### src/verilog/dmrb_defs.vh
// Constants for the drive monitor readout bank
`ifndef DMRB_DEFS_VH
`define DMRB_DEFS_VH

// ----------------------------------------
// Item indices (selector codes)
// ----------------------------------------
`define DMRB_IDX_TORQUE_CUR   5'h08
`define DMRB_IDX_OUT_FREQ     5'h09
`define DMRB_IDX_MOTOR_PWR    5'h0A
`define DMRB_IDX_OUT_CUR      5'h0B
`define DMRB_IDX_OUT_VOLT     5'h0C
`define DMRB_IDX_RUN_CMD      5'h0D
`define DMRB_IDX_STATE_FLAGS  5'h0E
`define DMRB_IDX_OUT_TERM     5'h0F
`define DMRB_IDX_FAULT_0      5'h10
`define DMRB_IDX_FAULT_1      5'h11
`define DMRB_IDX_FAULT_2      5'h12
`define DMRB_IDX_FAULT_3      5'h13
`define DMRB_IDX_RUN_HOURS    5'h14
`define DMRB_IDX_DC_BUS       5'h15
`define DMRB_IDX_MODEL        5'h17
`define DMRB_IDX_RATED_PWR    5'h18
`define DMRB_IDX_FW_REV       5'h19
`define DMRB_IDX_LINK_ERR     5'h1A
`define DMRB_IDX_CAP_WEAR     5'h1B
`define DMRB_IDX_FAN_WEAR     5'h1C

// ----------------------------------------
// Field positions
// ----------------------------------------
`define DMRB_RC_CLEAR    15
`define DMRB_RC_GIN_LSB  2
`define DMRB_RC_REV      1
`define DMRB_RC_FWD      0
`define DMRB_SF_BUSY     15
`define DMRB_SF_LINK_OK  12
`define DMRB_SF_TRIP     11
`define DMRB_SF_DECEL    10
`define DMRB_SF_ACCEL    9
`define DMRB_SF_ILIM     8
`define DMRB_SF_VLIM     7
`define DMRB_SF_TLIM     6
`define DMRB_SF_BUS_OK   5
`define DMRB_SF_BRAKE    4
`define DMRB_SF_SHUTOFF  3
`define DMRB_SF_DCBRAKE  2
`define DMRB_SF_REV      1
`define DMRB_SF_FWD      0

// ----------------------------------------
// Reset values and limits
// ----------------------------------------
`define DMRB_ZERO16      16'h0000
`define DMRB_NO_ALARM    16'h0000
`define DMRB_HOURS_MAX   16'hFFFF
`define DMRB_ASCII_SPACE 8'h20
`define DMRB_ASCII_MINUS 8'h2D
`define DMRB_ASCII_0     8'h30
`define DMRB_ASCII_A_10  8'h37
`define DMRB_HOUR_SEC    3600
`define DMRB_CLK_HZ      100000000
`define DMRB_HOUR_CYCLES 40'h53_D1AC_1000

`endif

### src/verilog/dmrb_bank.v
// Drive monitor readout bank: live monitor items, sent as ASCII hex
// ----------------------------------------
// How it works
// Torque current item: signed, 10000 means 100 percent rated current.
// Output frequency item: 100 counts per 1.00 Hz, unsigned magnitude.
// Frequency reply prefixed by space or minus, five bytes long.
// Motor power item: signed, 10000 means 100 percent rated output.
// Output current item: 100 counts per 1 percent of rated current.
// Run command: clear bit 15, inputs bits 2-6, reverse 1, forward 0.
// Run command merges link commands with physical terminal states.
// Flags: bit 15 writing, bit 12 link valid, bit 11 trip.
// Flags: bit 10 decelerating, bit 9 accelerating.
// Flags: bit 7 voltage, 6 torque limit, 5 bus up, 4 braking.
// Flags: bit 3 output off, bit 2 DC braking, bit 0 forward.
// Flags: bit 8 current limiting.
// Flags: bit 1 reverse rotation.
// Output terminal item: bit 0 shows first general output.
// Four deep fault history: latest, previous, third, fourth.
// Fault codes are hex values, zero means no alarm.
// Run hours count 0 to 65535, one per hour, saturating.
// DC bus voltage one count per volt, 500 or 1000 span.
// Firmware revision 0-99 standard, above 100 non-standard.
// Link error holds latest code, cleared at power-up.
// Negative values are two's complement in 16 bits.
// Each value is sent as four ASCII hex characters.
// ----------------------------------------
`timescale 1ns/100ps
`default_nettype none
`include "dmrb_defs.vh"

module dmrb_bank #(
	parameter [15:0] MODEL_CODE  = 16'h0A5A,
	parameter [15:0] RATED_CODE  = 16'h0064,
	parameter [15:0] FW_REV      = 16'h0001,
	parameter [15:0] BUS_MAX     = 16'd1000,
	parameter [39:0] HOUR_CYCLES = `DMRB_HOUR_CYCLES
) (
	input  wire        clk_sys,
	input  wire        arst_n,
	input  wire [15:0] torque_cur_in,
	input  wire [15:0] out_freq_in,
	input  wire        rot_reverse_in,
	input  wire [15:0] motor_pwr_in,
	input  wire [15:0] out_cur_in,
	input  wire [15:0] out_volt_in,
	input  wire [15:0] dc_bus_in,
	input  wire [15:0] cap_wear_in,
	input  wire [15:0] fan_wear_in,
	input  wire        link_clear,
	input  wire        link_forward_run,
	input  wire        link_reverse_run,
	input  wire [4:0]  link_gen_inputs,
	input  wire        term_clear,
	input  wire        term_forward_run,
	input  wire        term_reverse_run,
	input  wire [4:0]  term_gen_inputs,
	input  wire        param_busy,
	input  wire        link_cmd_valid,
	input  wire        trip,
	input  wire        decel,
	input  wire        accel,
	input  wire        cur_limit,
	input  wire        volt_limit,
	input  wire        torque_limit,
	input  wire        bus_ok,
	input  wire        braking,
	input  wire        shutoff,
	input  wire        dc_braking,
	input  wire        running,
	input  wire        gen_output_one,
	input  wire        fault_new,
	input  wire [15:0] fault_code,
	input  wire        link_err_set,
	input  wire [15:0] link_err_in,
	input  wire        rd_req,
	input  wire [4:0]  rd_sel,
	output reg         rd_ack,
	output reg         rd_hit,
	output reg         rd_dir_valid,
	output reg  [7:0]  rd_dir_char,
	output reg  [31:0] rd_ascii,
	output reg  [15:0] rd_value
);

// ----------------------------------------
// Reset release
// ----------------------------------------
reg rst_s1_r;
reg rst_s2_r;
always @(posedge clk_sys or negedge arst_n) begin
	if (!arst_n) begin
		rst_s1_r <= 1'b0;
		rst_s2_r <= 1'b0;
	end else begin
		rst_s1_r <= 1'b1;
		rst_s2_r <= rst_s1_r;
	end
end
wire rst_n = rst_s2_r;

// ----------------------------------------
// Input synchronisers for terminal pins
// ----------------------------------------
reg [7:0] term_s1_r;
reg [7:0] term_s2_r;
always @(posedge clk_sys or negedge rst_n) begin
	if (!rst_n) begin
		term_s1_r <= 8'h00;
		term_s2_r <= 8'h00;
	end else begin
		term_s1_r <= {term_clear, term_gen_inputs,
			term_reverse_run, term_forward_run};
		term_s2_r <= term_s1_r;
	end
end

// ----------------------------------------
// Fault history and link error
// ----------------------------------------
reg [15:0] fault_r [0:3];
reg [15:0] link_err_r;
integer    i;
always @(posedge clk_sys or negedge rst_n) begin
	if (!rst_n) begin
		for (i = 0; i < 4; i = i + 1)
			fault_r[i] <= `DMRB_NO_ALARM;
		link_err_r <= `DMRB_ZERO16;
	end else begin
		if (fault_new) begin
			fault_r[0] <= fault_code;
			for (i = 1; i < 4; i = i + 1)
				fault_r[i] <= fault_r[i-1];
		end
		if (link_err_set)
			link_err_r <= link_err_in;
	end
end

// ----------------------------------------
// Run hours
// ----------------------------------------
reg [39:0] hour_cnt_r;
reg [15:0] hours_r;
always @(posedge clk_sys or negedge rst_n) begin
	if (!rst_n) begin
		hour_cnt_r <= 40'h00_0000_0000;
		hours_r    <= `DMRB_ZERO16;
	end else if (running) begin
		if (hour_cnt_r >= HOUR_CYCLES - 40'h00_0000_0001) begin
			hour_cnt_r <= 40'h00_0000_0000;
			if (hours_r != `DMRB_HOURS_MAX)
				hours_r <= hours_r + 16'h0001;
		end else begin
			hour_cnt_r <= hour_cnt_r + 40'h00_0000_0001;
		end
	end
end

// ----------------------------------------
// Composite words
// ----------------------------------------
wire [15:0] run_cmd_w;
wire [15:0] flags_w;
wire [15:0] bus_w;
wire [15:0] fw_w;
wire [15:0] freq_mag_w;

assign run_cmd_w = {link_clear | term_s2_r[7], 8'h00,
	link_gen_inputs | term_s2_r[6:2],
	link_reverse_run | term_s2_r[1],
	link_forward_run | term_s2_r[0]};

assign flags_w = {param_busy, 2'b00, link_cmd_valid, trip,
	decel, accel,
	cur_limit,
	volt_limit, torque_limit, bus_ok, braking,
	shutoff, dc_braking,
	running & rot_reverse_in,
	running & ~rot_reverse_in};

assign bus_w = (dc_bus_in > BUS_MAX) ? BUS_MAX : dc_bus_in;
assign fw_w  = FW_REV;
// Magnitude only; sign goes into the direction character
assign freq_mag_w = out_freq_in[15] ? (~out_freq_in + 16'h0001)
	: out_freq_in;

// ----------------------------------------
// Hex to ASCII
// ----------------------------------------
function [7:0] dmrb_hex;
	input [3:0] nib;
	begin
		if (nib < 4'hA)
			dmrb_hex = `DMRB_ASCII_0 + {4'h0, nib};
		else
			dmrb_hex = `DMRB_ASCII_A_10 + {4'h0, nib};
	end
endfunction

// ----------------------------------------
// Item select
// ----------------------------------------
reg [15:0] sel_val;
reg        sel_hit;
always @* begin
	sel_hit = 1'b1;
	case (rd_sel)
	`DMRB_IDX_TORQUE_CUR:  sel_val = torque_cur_in;
	`DMRB_IDX_OUT_FREQ:    sel_val = freq_mag_w;
	`DMRB_IDX_MOTOR_PWR:   sel_val = motor_pwr_in;
	`DMRB_IDX_OUT_CUR:     sel_val = out_cur_in;
	`DMRB_IDX_OUT_VOLT:    sel_val = out_volt_in;
	`DMRB_IDX_RUN_CMD:     sel_val = run_cmd_w;
	`DMRB_IDX_STATE_FLAGS: sel_val = flags_w;
	`DMRB_IDX_OUT_TERM:    sel_val = {15'h0000, gen_output_one};
	`DMRB_IDX_FAULT_0:     sel_val = fault_r[0];
	`DMRB_IDX_FAULT_1:     sel_val = fault_r[1];
	`DMRB_IDX_FAULT_2:     sel_val = fault_r[2];
	`DMRB_IDX_FAULT_3:     sel_val = fault_r[3];
	`DMRB_IDX_RUN_HOURS:   sel_val = hours_r;
	`DMRB_IDX_DC_BUS:      sel_val = bus_w;
	`DMRB_IDX_MODEL:       sel_val = MODEL_CODE;
	`DMRB_IDX_RATED_PWR:   sel_val = RATED_CODE;
	`DMRB_IDX_FW_REV:      sel_val = fw_w;
	`DMRB_IDX_LINK_ERR:    sel_val = link_err_r;
	`DMRB_IDX_CAP_WEAR:    sel_val = cap_wear_in;
	`DMRB_IDX_FAN_WEAR:    sel_val = fan_wear_in;
	default: begin
		sel_val = `DMRB_ZERO16;
		sel_hit = 1'b0;
	end
	endcase
end

// ----------------------------------------
// Answer registers
// ----------------------------------------
always @(posedge clk_sys or negedge rst_n) begin
	if (!rst_n) begin
		rd_ack       <= 1'b0;
		rd_hit       <= 1'b0;
		rd_dir_valid <= 1'b0;
		rd_dir_char  <= `DMRB_ASCII_SPACE;
		rd_ascii     <= 32'h3030_3030;
		rd_value     <= `DMRB_ZERO16;
	end else begin
		rd_ack <= rd_req;
		if (rd_req) begin
			rd_hit   <= sel_hit;
			rd_value <= sel_val;
			rd_ascii <= {dmrb_hex(sel_val[15:12]),
				dmrb_hex(sel_val[11:8]),
				dmrb_hex(sel_val[7:4]),
				dmrb_hex(sel_val[3:0])};
			rd_dir_valid <= (rd_sel == `DMRB_IDX_OUT_FREQ);
			rd_dir_char  <= (out_freq_in[15] | (running & rot_reverse_in))
				? `DMRB_ASCII_MINUS : `DMRB_ASCII_SPACE;
		end
	end
end

endmodule
`default_nettype wire

### config.mk
export PLATFORM = sky130hd
export DESIGN_NAME = dmrb_bank
export DESIGN_NICKNAME = d
export VERILOG_FILES = /design/src/verilog/dmrb_bank.v
export VERILOG_INCLUDE_DIRS = /design/src /design/src/verilog
export SDC_FILE = /design/constraint.sdc
export NUM_CORES = 1
export LEC_CHECK = 0
export ABC_CLOCK_PERIOD_IN_PS = 7000
export BUFFER_PORTS_ARGS = -buffer_cell sky130_fd_sc_hd__clkbuf_2
export CORE_MARGIN = 5
export CORE_UTILIZATION = 45
export DETAILED_ROUTE_END_ITERATION = 10
export PLACE_DENSITY = 0.71
export SYNTH_ARGS = -nofsm -noshare
export SYNTH_HDL_FRONTEND = slang
export SYNTH_SLANG_ARGS = --single-unit
### constraint.sdc
create_clock -name clk_sys -period 7 [get_ports clk_sys]
set_input_delay 0.7 -clock clk_sys [delete_from_list [all_inputs] [get_ports clk_sys]]
set_output_delay 0.7 -clock clk_sys [all_outputs]
set_load 0.1 [all_outputs]
== After elaboration in Yosys (flattened, before gate mapping) ==
Index checks and enable logic that the tools add are counted.

* Bitwise logic cells: 9
* Reduce and logical (&&, ||, !) cells: 2
* Add/subtract/negate cells: 11
* Equal/unequal tests: 21
* $lt $le $gt $ge: 6
* Muxes and demuxes: 10

{| class="wikitable"
|+ Operator list
! operator !! count
|-
| one-hot mux 16 bit (20 select lines) || 1
|-
| == test 5 bit, second input constant || 12
|-
| adder 6 x 4 -> 7 bit, first input constant || 8
|-
| adder 40 x 1 -> 40 bit, second input constant || 1
|-
| == test 5 x 4 -> 1 bit, second input constant || 8
|-
| >= comparator 40 x 39 -> 1 bit, second input constant || 1
|-
| 2-to-1 mux 40 bit || 1
|-
| adder 16 x 1 -> 16 bit, second input constant || 2
|-
| 2-to-1 mux 16 bit || 2
|-
| 2-to-1 mux 7 bit || 4
|-
| OR reduction 20 bit || 1
|-
| > comparator 16 x 10 -> 1 bit, second input constant || 1
|-
| < comparator 4 bit, second input constant || 4
|-
| != test 16 bit, second input constant || 1
|-
| inverter 16 bit || 1
|-
| OR 5 bit || 1
|-
| 2-to-1 mux 4 bit || 1
|-
| OR 1 bit || 4
|-
| AND reduction 3 bit || 1
|-
| AND 1 bit || 2
|-
| 2-to-1 mux 1 bit || 1
|-
| inverter 1 bit || 1
|}

* Word-level logic and storage cells: 76
* Bits of input ports: 201
* Flip-flop bits (word level): 213

== Depth between registers and ports, before layout ==
* Depth after elaboration: 6
* Depth in mapped cells: 14

== Worst setup path before layout ==
OpenSTA, ideal clock, no wires.

* Kind: in2reg
* From: in rd_sel[4]
* To: reg rd_ascii[26]
* Setup slack: 3.968 ns
* Setup time: 0.082 ns
* Data arrival time: 2.950 ns
* Stages on the path: 13
* Required time: 6.918 ns
* Cells stage by stage: buf_2 > buf_4 > buf_4 > buf_4 > mux2i_1 > o32ai_1 > nor4_1 > o21ai_1 > inv_1 > ha_1 > inv_1 > or4b_1 > a31oi_1

* Word-level cells in the longest chain between the ends: 4

{| class="wikitable"
|+ Ends and longest elaborated chain
! element !! RTL line !! source
|-
| start, declared || dmrb_bank.v:76 || <nowiki>input wire [4:0] rd_sel,</nowiki>
|-
| == test 5 bit / == test 5 x 4 -> 1 bit (equally long branches) || dmrb_bank.v:207 || <nowiki>case (rd_sel)</nowiki>
|-
| one-hot mux 16 bit (20 select lines) * || dmrb_bank.v:207 ||
|-
| adder 6 x 4 -> 7 bit (no line) / < comparator 4 bit (equally long branches) || - ||
|-
| 2-to-1 mux 7 bit * || dmrb_bank.v:193 || <nowiki>if (nib < 4'hA)</nowiki>
|-
| end signal, assigned || dmrb_bank.v:251 || <nowiki>rd_ascii <= {dmrb_hex(sel_val[15:12]),</nowiki>
|-
| end, declared || dmrb_bank.v:81 || <nowiki>output reg [31:0] rd_ascii,</nowiki>
|}

Every way passes the cells marked *; elsewhere a longest branch is shown, timed or not.
A chain may end at the register's enable or synchronous reset.

== Worst setup path after layout ==
* From: in rd_sel[1]
* To: reg rd_ascii[26]

Same word-level chain as after synthesis.

==> metrics.csv <==
metric,value,unit
outcome,"complete, no violations",
largest net degree at the start of global routing,171,
initial antenna violation count,1,
io pins,260,
worst vdd ir,0.216,mV
"Clk Latency, worst-skew pair",540,ps
Pins Over Slew Limit,0,
nets,1499,
area of the multi-input gates,5490,um^2
#FFs+latches synth,202,
row count,57,
CTS Buffer Depth,3,
RSZ-0062 raised after global routing,no,
Ys Warns,0,
post-detail-place hpwl,28700,um
CP Max Fanout,30,
Power Density,263,nW/um^2
Hold Path Class,reg2async,
drt drc,0,
synth unique cells,91,
Worst slew margin,0.246,
critical path startpoint category,input pin,
CP Capture Type,register,
ANT nets after route,0,
vias per cell,5.91,
reg2reg end,hours_r[1]$_DFFE_PN0P_,
Leak,0.00609,uW
DRT Wirelength,38200,um
r2r setup slk,4210,ps
Fin Setup TNS,0,ps
RR Startpoint,hour_cnt_r[6]$_DFFE_PN0P_,
Reg2Reg Depth,6,
CTS tree,built,
Non-Filler Instances,1633,
clk root buf,clkbuf_16,
max-cap violations,0,
wire length per cell,23.4,um
gr ovfl total,0,
number of flops mapped to enable cells by yosys,0,
Iter 0 DRT Violations,1066,
Post-CTS Setup Bufs,0,
Hold WS,258,ps
die width,166,um
sequential fraction of the synthesis area,0.462,
Initial Utilization,0.454,
CORE AREA,24200,um^2
worst-margin pin slew,1130,ps
Max Fclk,269,MHz
CTS Sinks,202,
Layout area overhead,20.8,%
total CTS buffers,23,
Cells after Synth,1061,
ys flop type,dfrtp_1,
Avg Synthesized Cell Area,10.3,um^2
Syn Std Cell Area,11000,um^2
input/output buffers,250,
placed insts,1589,
top cell type's share of synthesized area,0.443,
Final Hold Fails,0,
Tcrit/Tclk final,0.532,
clock-pin slew on the worst setup and hold paths,60,ps
drt pass-1 iters,6,
via count,9654,
design area,13200,um^2
Synth area leader,dfrtp_1,
vias in the first global route,9428,
die area,27600,um^2
Sequential Area,5070,um^2
crit path DAT,4180,ps
asr flop ratio synth,1.00,
GR Util All Layers,0.266,
GP Congestion,0.948,
Placement Cell Area,12400,um^2
CP required,7460,ps
first-pass GRT wire length,57400,um
Setup Skew,12.7,ps
fill count,2125,
Final Critical Period,3720,ps
Die Ht,166,um
setup violators final,0,
fraction of layout cells with a size suffix above 1,0.322,
dominant cells by area after synthesis,"dfrtp_1, mux2_2, nor2_1",
CTS H-tree lvls,1,
critical path class,in2reg,
==> Yosys cell counts (5+ instances only) <==
cell type	count
nor3_1	18
nand2b_1	9
a22o_1	6
nand4_1	25
o22ai_1	6
nand2_1	60
or3_1	9
a32oi_1	9
and2_1	7
and3_1	33
dfstp_2	8
nand3_1	48
o211ai_1	6
o32ai_1	5
nand3b_1	6
mux2_2	89
xnor2_1	28
a222oi_1	5
ha_1	7
a211oi_1	5
o31ai_1	6
o21a_1	9
clkbuf_1	30
buf_4	19
a31oi_1	11
a22oi_1	27
a21oi_1	30
and4_1	9
a2111oi_0	5
nand4b_1	5
o21ai_0	29
o2bb2ai_1	6
dfrtp_1	194
buf_2	11
inv_1	27
nor4_1	8
xor2_1	29
nor2b_1	12
mux2i_1	24
nor2_1	97
==> power by group <==
group          internal (uW)  switching (uW)  total (uW)  leakage [uW]
Sequential              1300             109        1410       0.00251
Combinational            230             541         771       0.00318
Clock                    799             508        1310      0.000400
==> sequential cells by signal (all words and copies together), names as in the netlist <==
| signal | flops |
|---|---|
| fault_r | 64 |
| hour_cnt_r | 40 |
| hours_r | 16 |
| link_err_r | 16 |
| rd_ack | 1 |
| rd_ascii | 28 |
| rd_dir_char | 1 |
| rd_dir_valid | 1 |
| rd_hit | 1 |
| rd_value | 16 |
| rst_n | 1 |
| rst_s1_r | 1 |
| term_s1_r | 8 |
| term_s2_r | 8 |
==> stage by stage <==
stage / worst slack (ps) / power (uW) / util
floorplan: 968 / 1960 / -
detailed placement: 2820 / 2190 / 0.514
global route: 3160 / 3620 / 0.548
finish: 3280 / 3490 / 0.548
global placement: 2890 / 2180 / 0.514
CTS: 3350 / 3500 / 0.548
==> cell type report <==
type | instances | area share
inverters | 27 | 0.00765
clock inverters | 10 | 0.0127
clock buffers | 32 | 0.0490
flip-flops and latches | 202 | 0.383
well taps | 324 | 0.0306
multi-input cells | 775 | 0.415
diodes | 1 | 0.000189
repair buffers | 262 | 0.102
==> routing by layer <==
| metal | global-route usage | vias to the layer above | part of all wire |
|---|---|---|---|
| li1 | - | 4375 | - |
| met1 | 0.385 | 4750 | 0.44 |
| met2 | 0.402 | 454 | 0.44 |
| met3 | 0.0545 | 75 | 0.090 |
| met4 | 0.0836 | 0 | 0.035 |
| met5 | 0 | - | 0 |
==> worst max path at each step <==
stage                                from                        to  slack [ps]  cells past startpoint
after floorplan           rst_n$_DFF_PN0_    fault_r[0]$_DFFE_PN0P_         970                      0
after global placement          rd_sel[1]  rd_ascii[26]$_DFFE_PN0P_        2890                     12
after global routing            rd_sel[1]  rd_ascii[26]$_DFFE_PN0P_        3160                     12
final                           rd_sel[1]  rd_ascii[26]$_DFFE_PN0P_        3280                     12
after CTS                       rd_sel[1]  rd_ascii[26]$_DFFE_PN0P_        3350                     12
after detailed placement        rd_sel[1]  rd_ascii[26]$_DFFE_PN0P_        2820                     12
==> layout by cell type, fill, tap and decap left out, drive strengths merged, types with 7 or more instances in the layout <==
cell type / Yosys / final
clkbuf: 30 / 282
dfrtp: 194 / 194
nor2: 99 / 99
mux2: 90 / 90
nand2: 60 / 60
nand3: 48 / 48
and3: 34 / 34
o21ai: 32 / 32
a21oi: 30 / 30
xor2: 29 / 29
xnor2: 28 / 28
inv: 27 / 28
a22oi: 27 / 27
nand4: 25 / 25
mux2i: 24 / 24
nor3: 19 / 19
nor2b: 14 / 14
nor4: 12 / 12
a31oi: 11 / 11
buf: 35 / 11
conb: 2 / 10
nand2b: 9 / 9
a32oi: 9 / 9
and4: 9 / 9
o21a: 9 / 9
or3: 9 / 9
dfstp: 8 / 8
and2: 8 / 8
ha: 7 / 7
nand3b: 7 / 7
o211ai: 7 / 7
==> logic make-up after synthesis <==
family | synth area share
buffers and inverters | 0.0399
xor gates and xnor gates | 0.0455
and+or+nand+nor | 0.193
AOI/OAI and AO/OA | 0.136
adders and majority gates | 0.00799
other | 0.000685
muxes | 0.115
DFF | 0.462
==> worst max-delay path: stages <==
cell,delay [ps]
clkbuf_2,80
buf_4,340
nand2b_1,450
nor2_1,380
a221o_1,440
nor4_1,500
o21ai_1,280
inv_1,140
ha_1,150
inv_1,50
or4b_1,500
a31oi_1,160
==> what timing repair did <==
action / 4_1_cts / 5_1_grt
hold endpoints to repair: 2 / 0
endpoints found under the setup margin: 0 / 0
resized for setup: 0 / 0
hold buffers: 1 / 0
(Power assumes the default switching activity.)
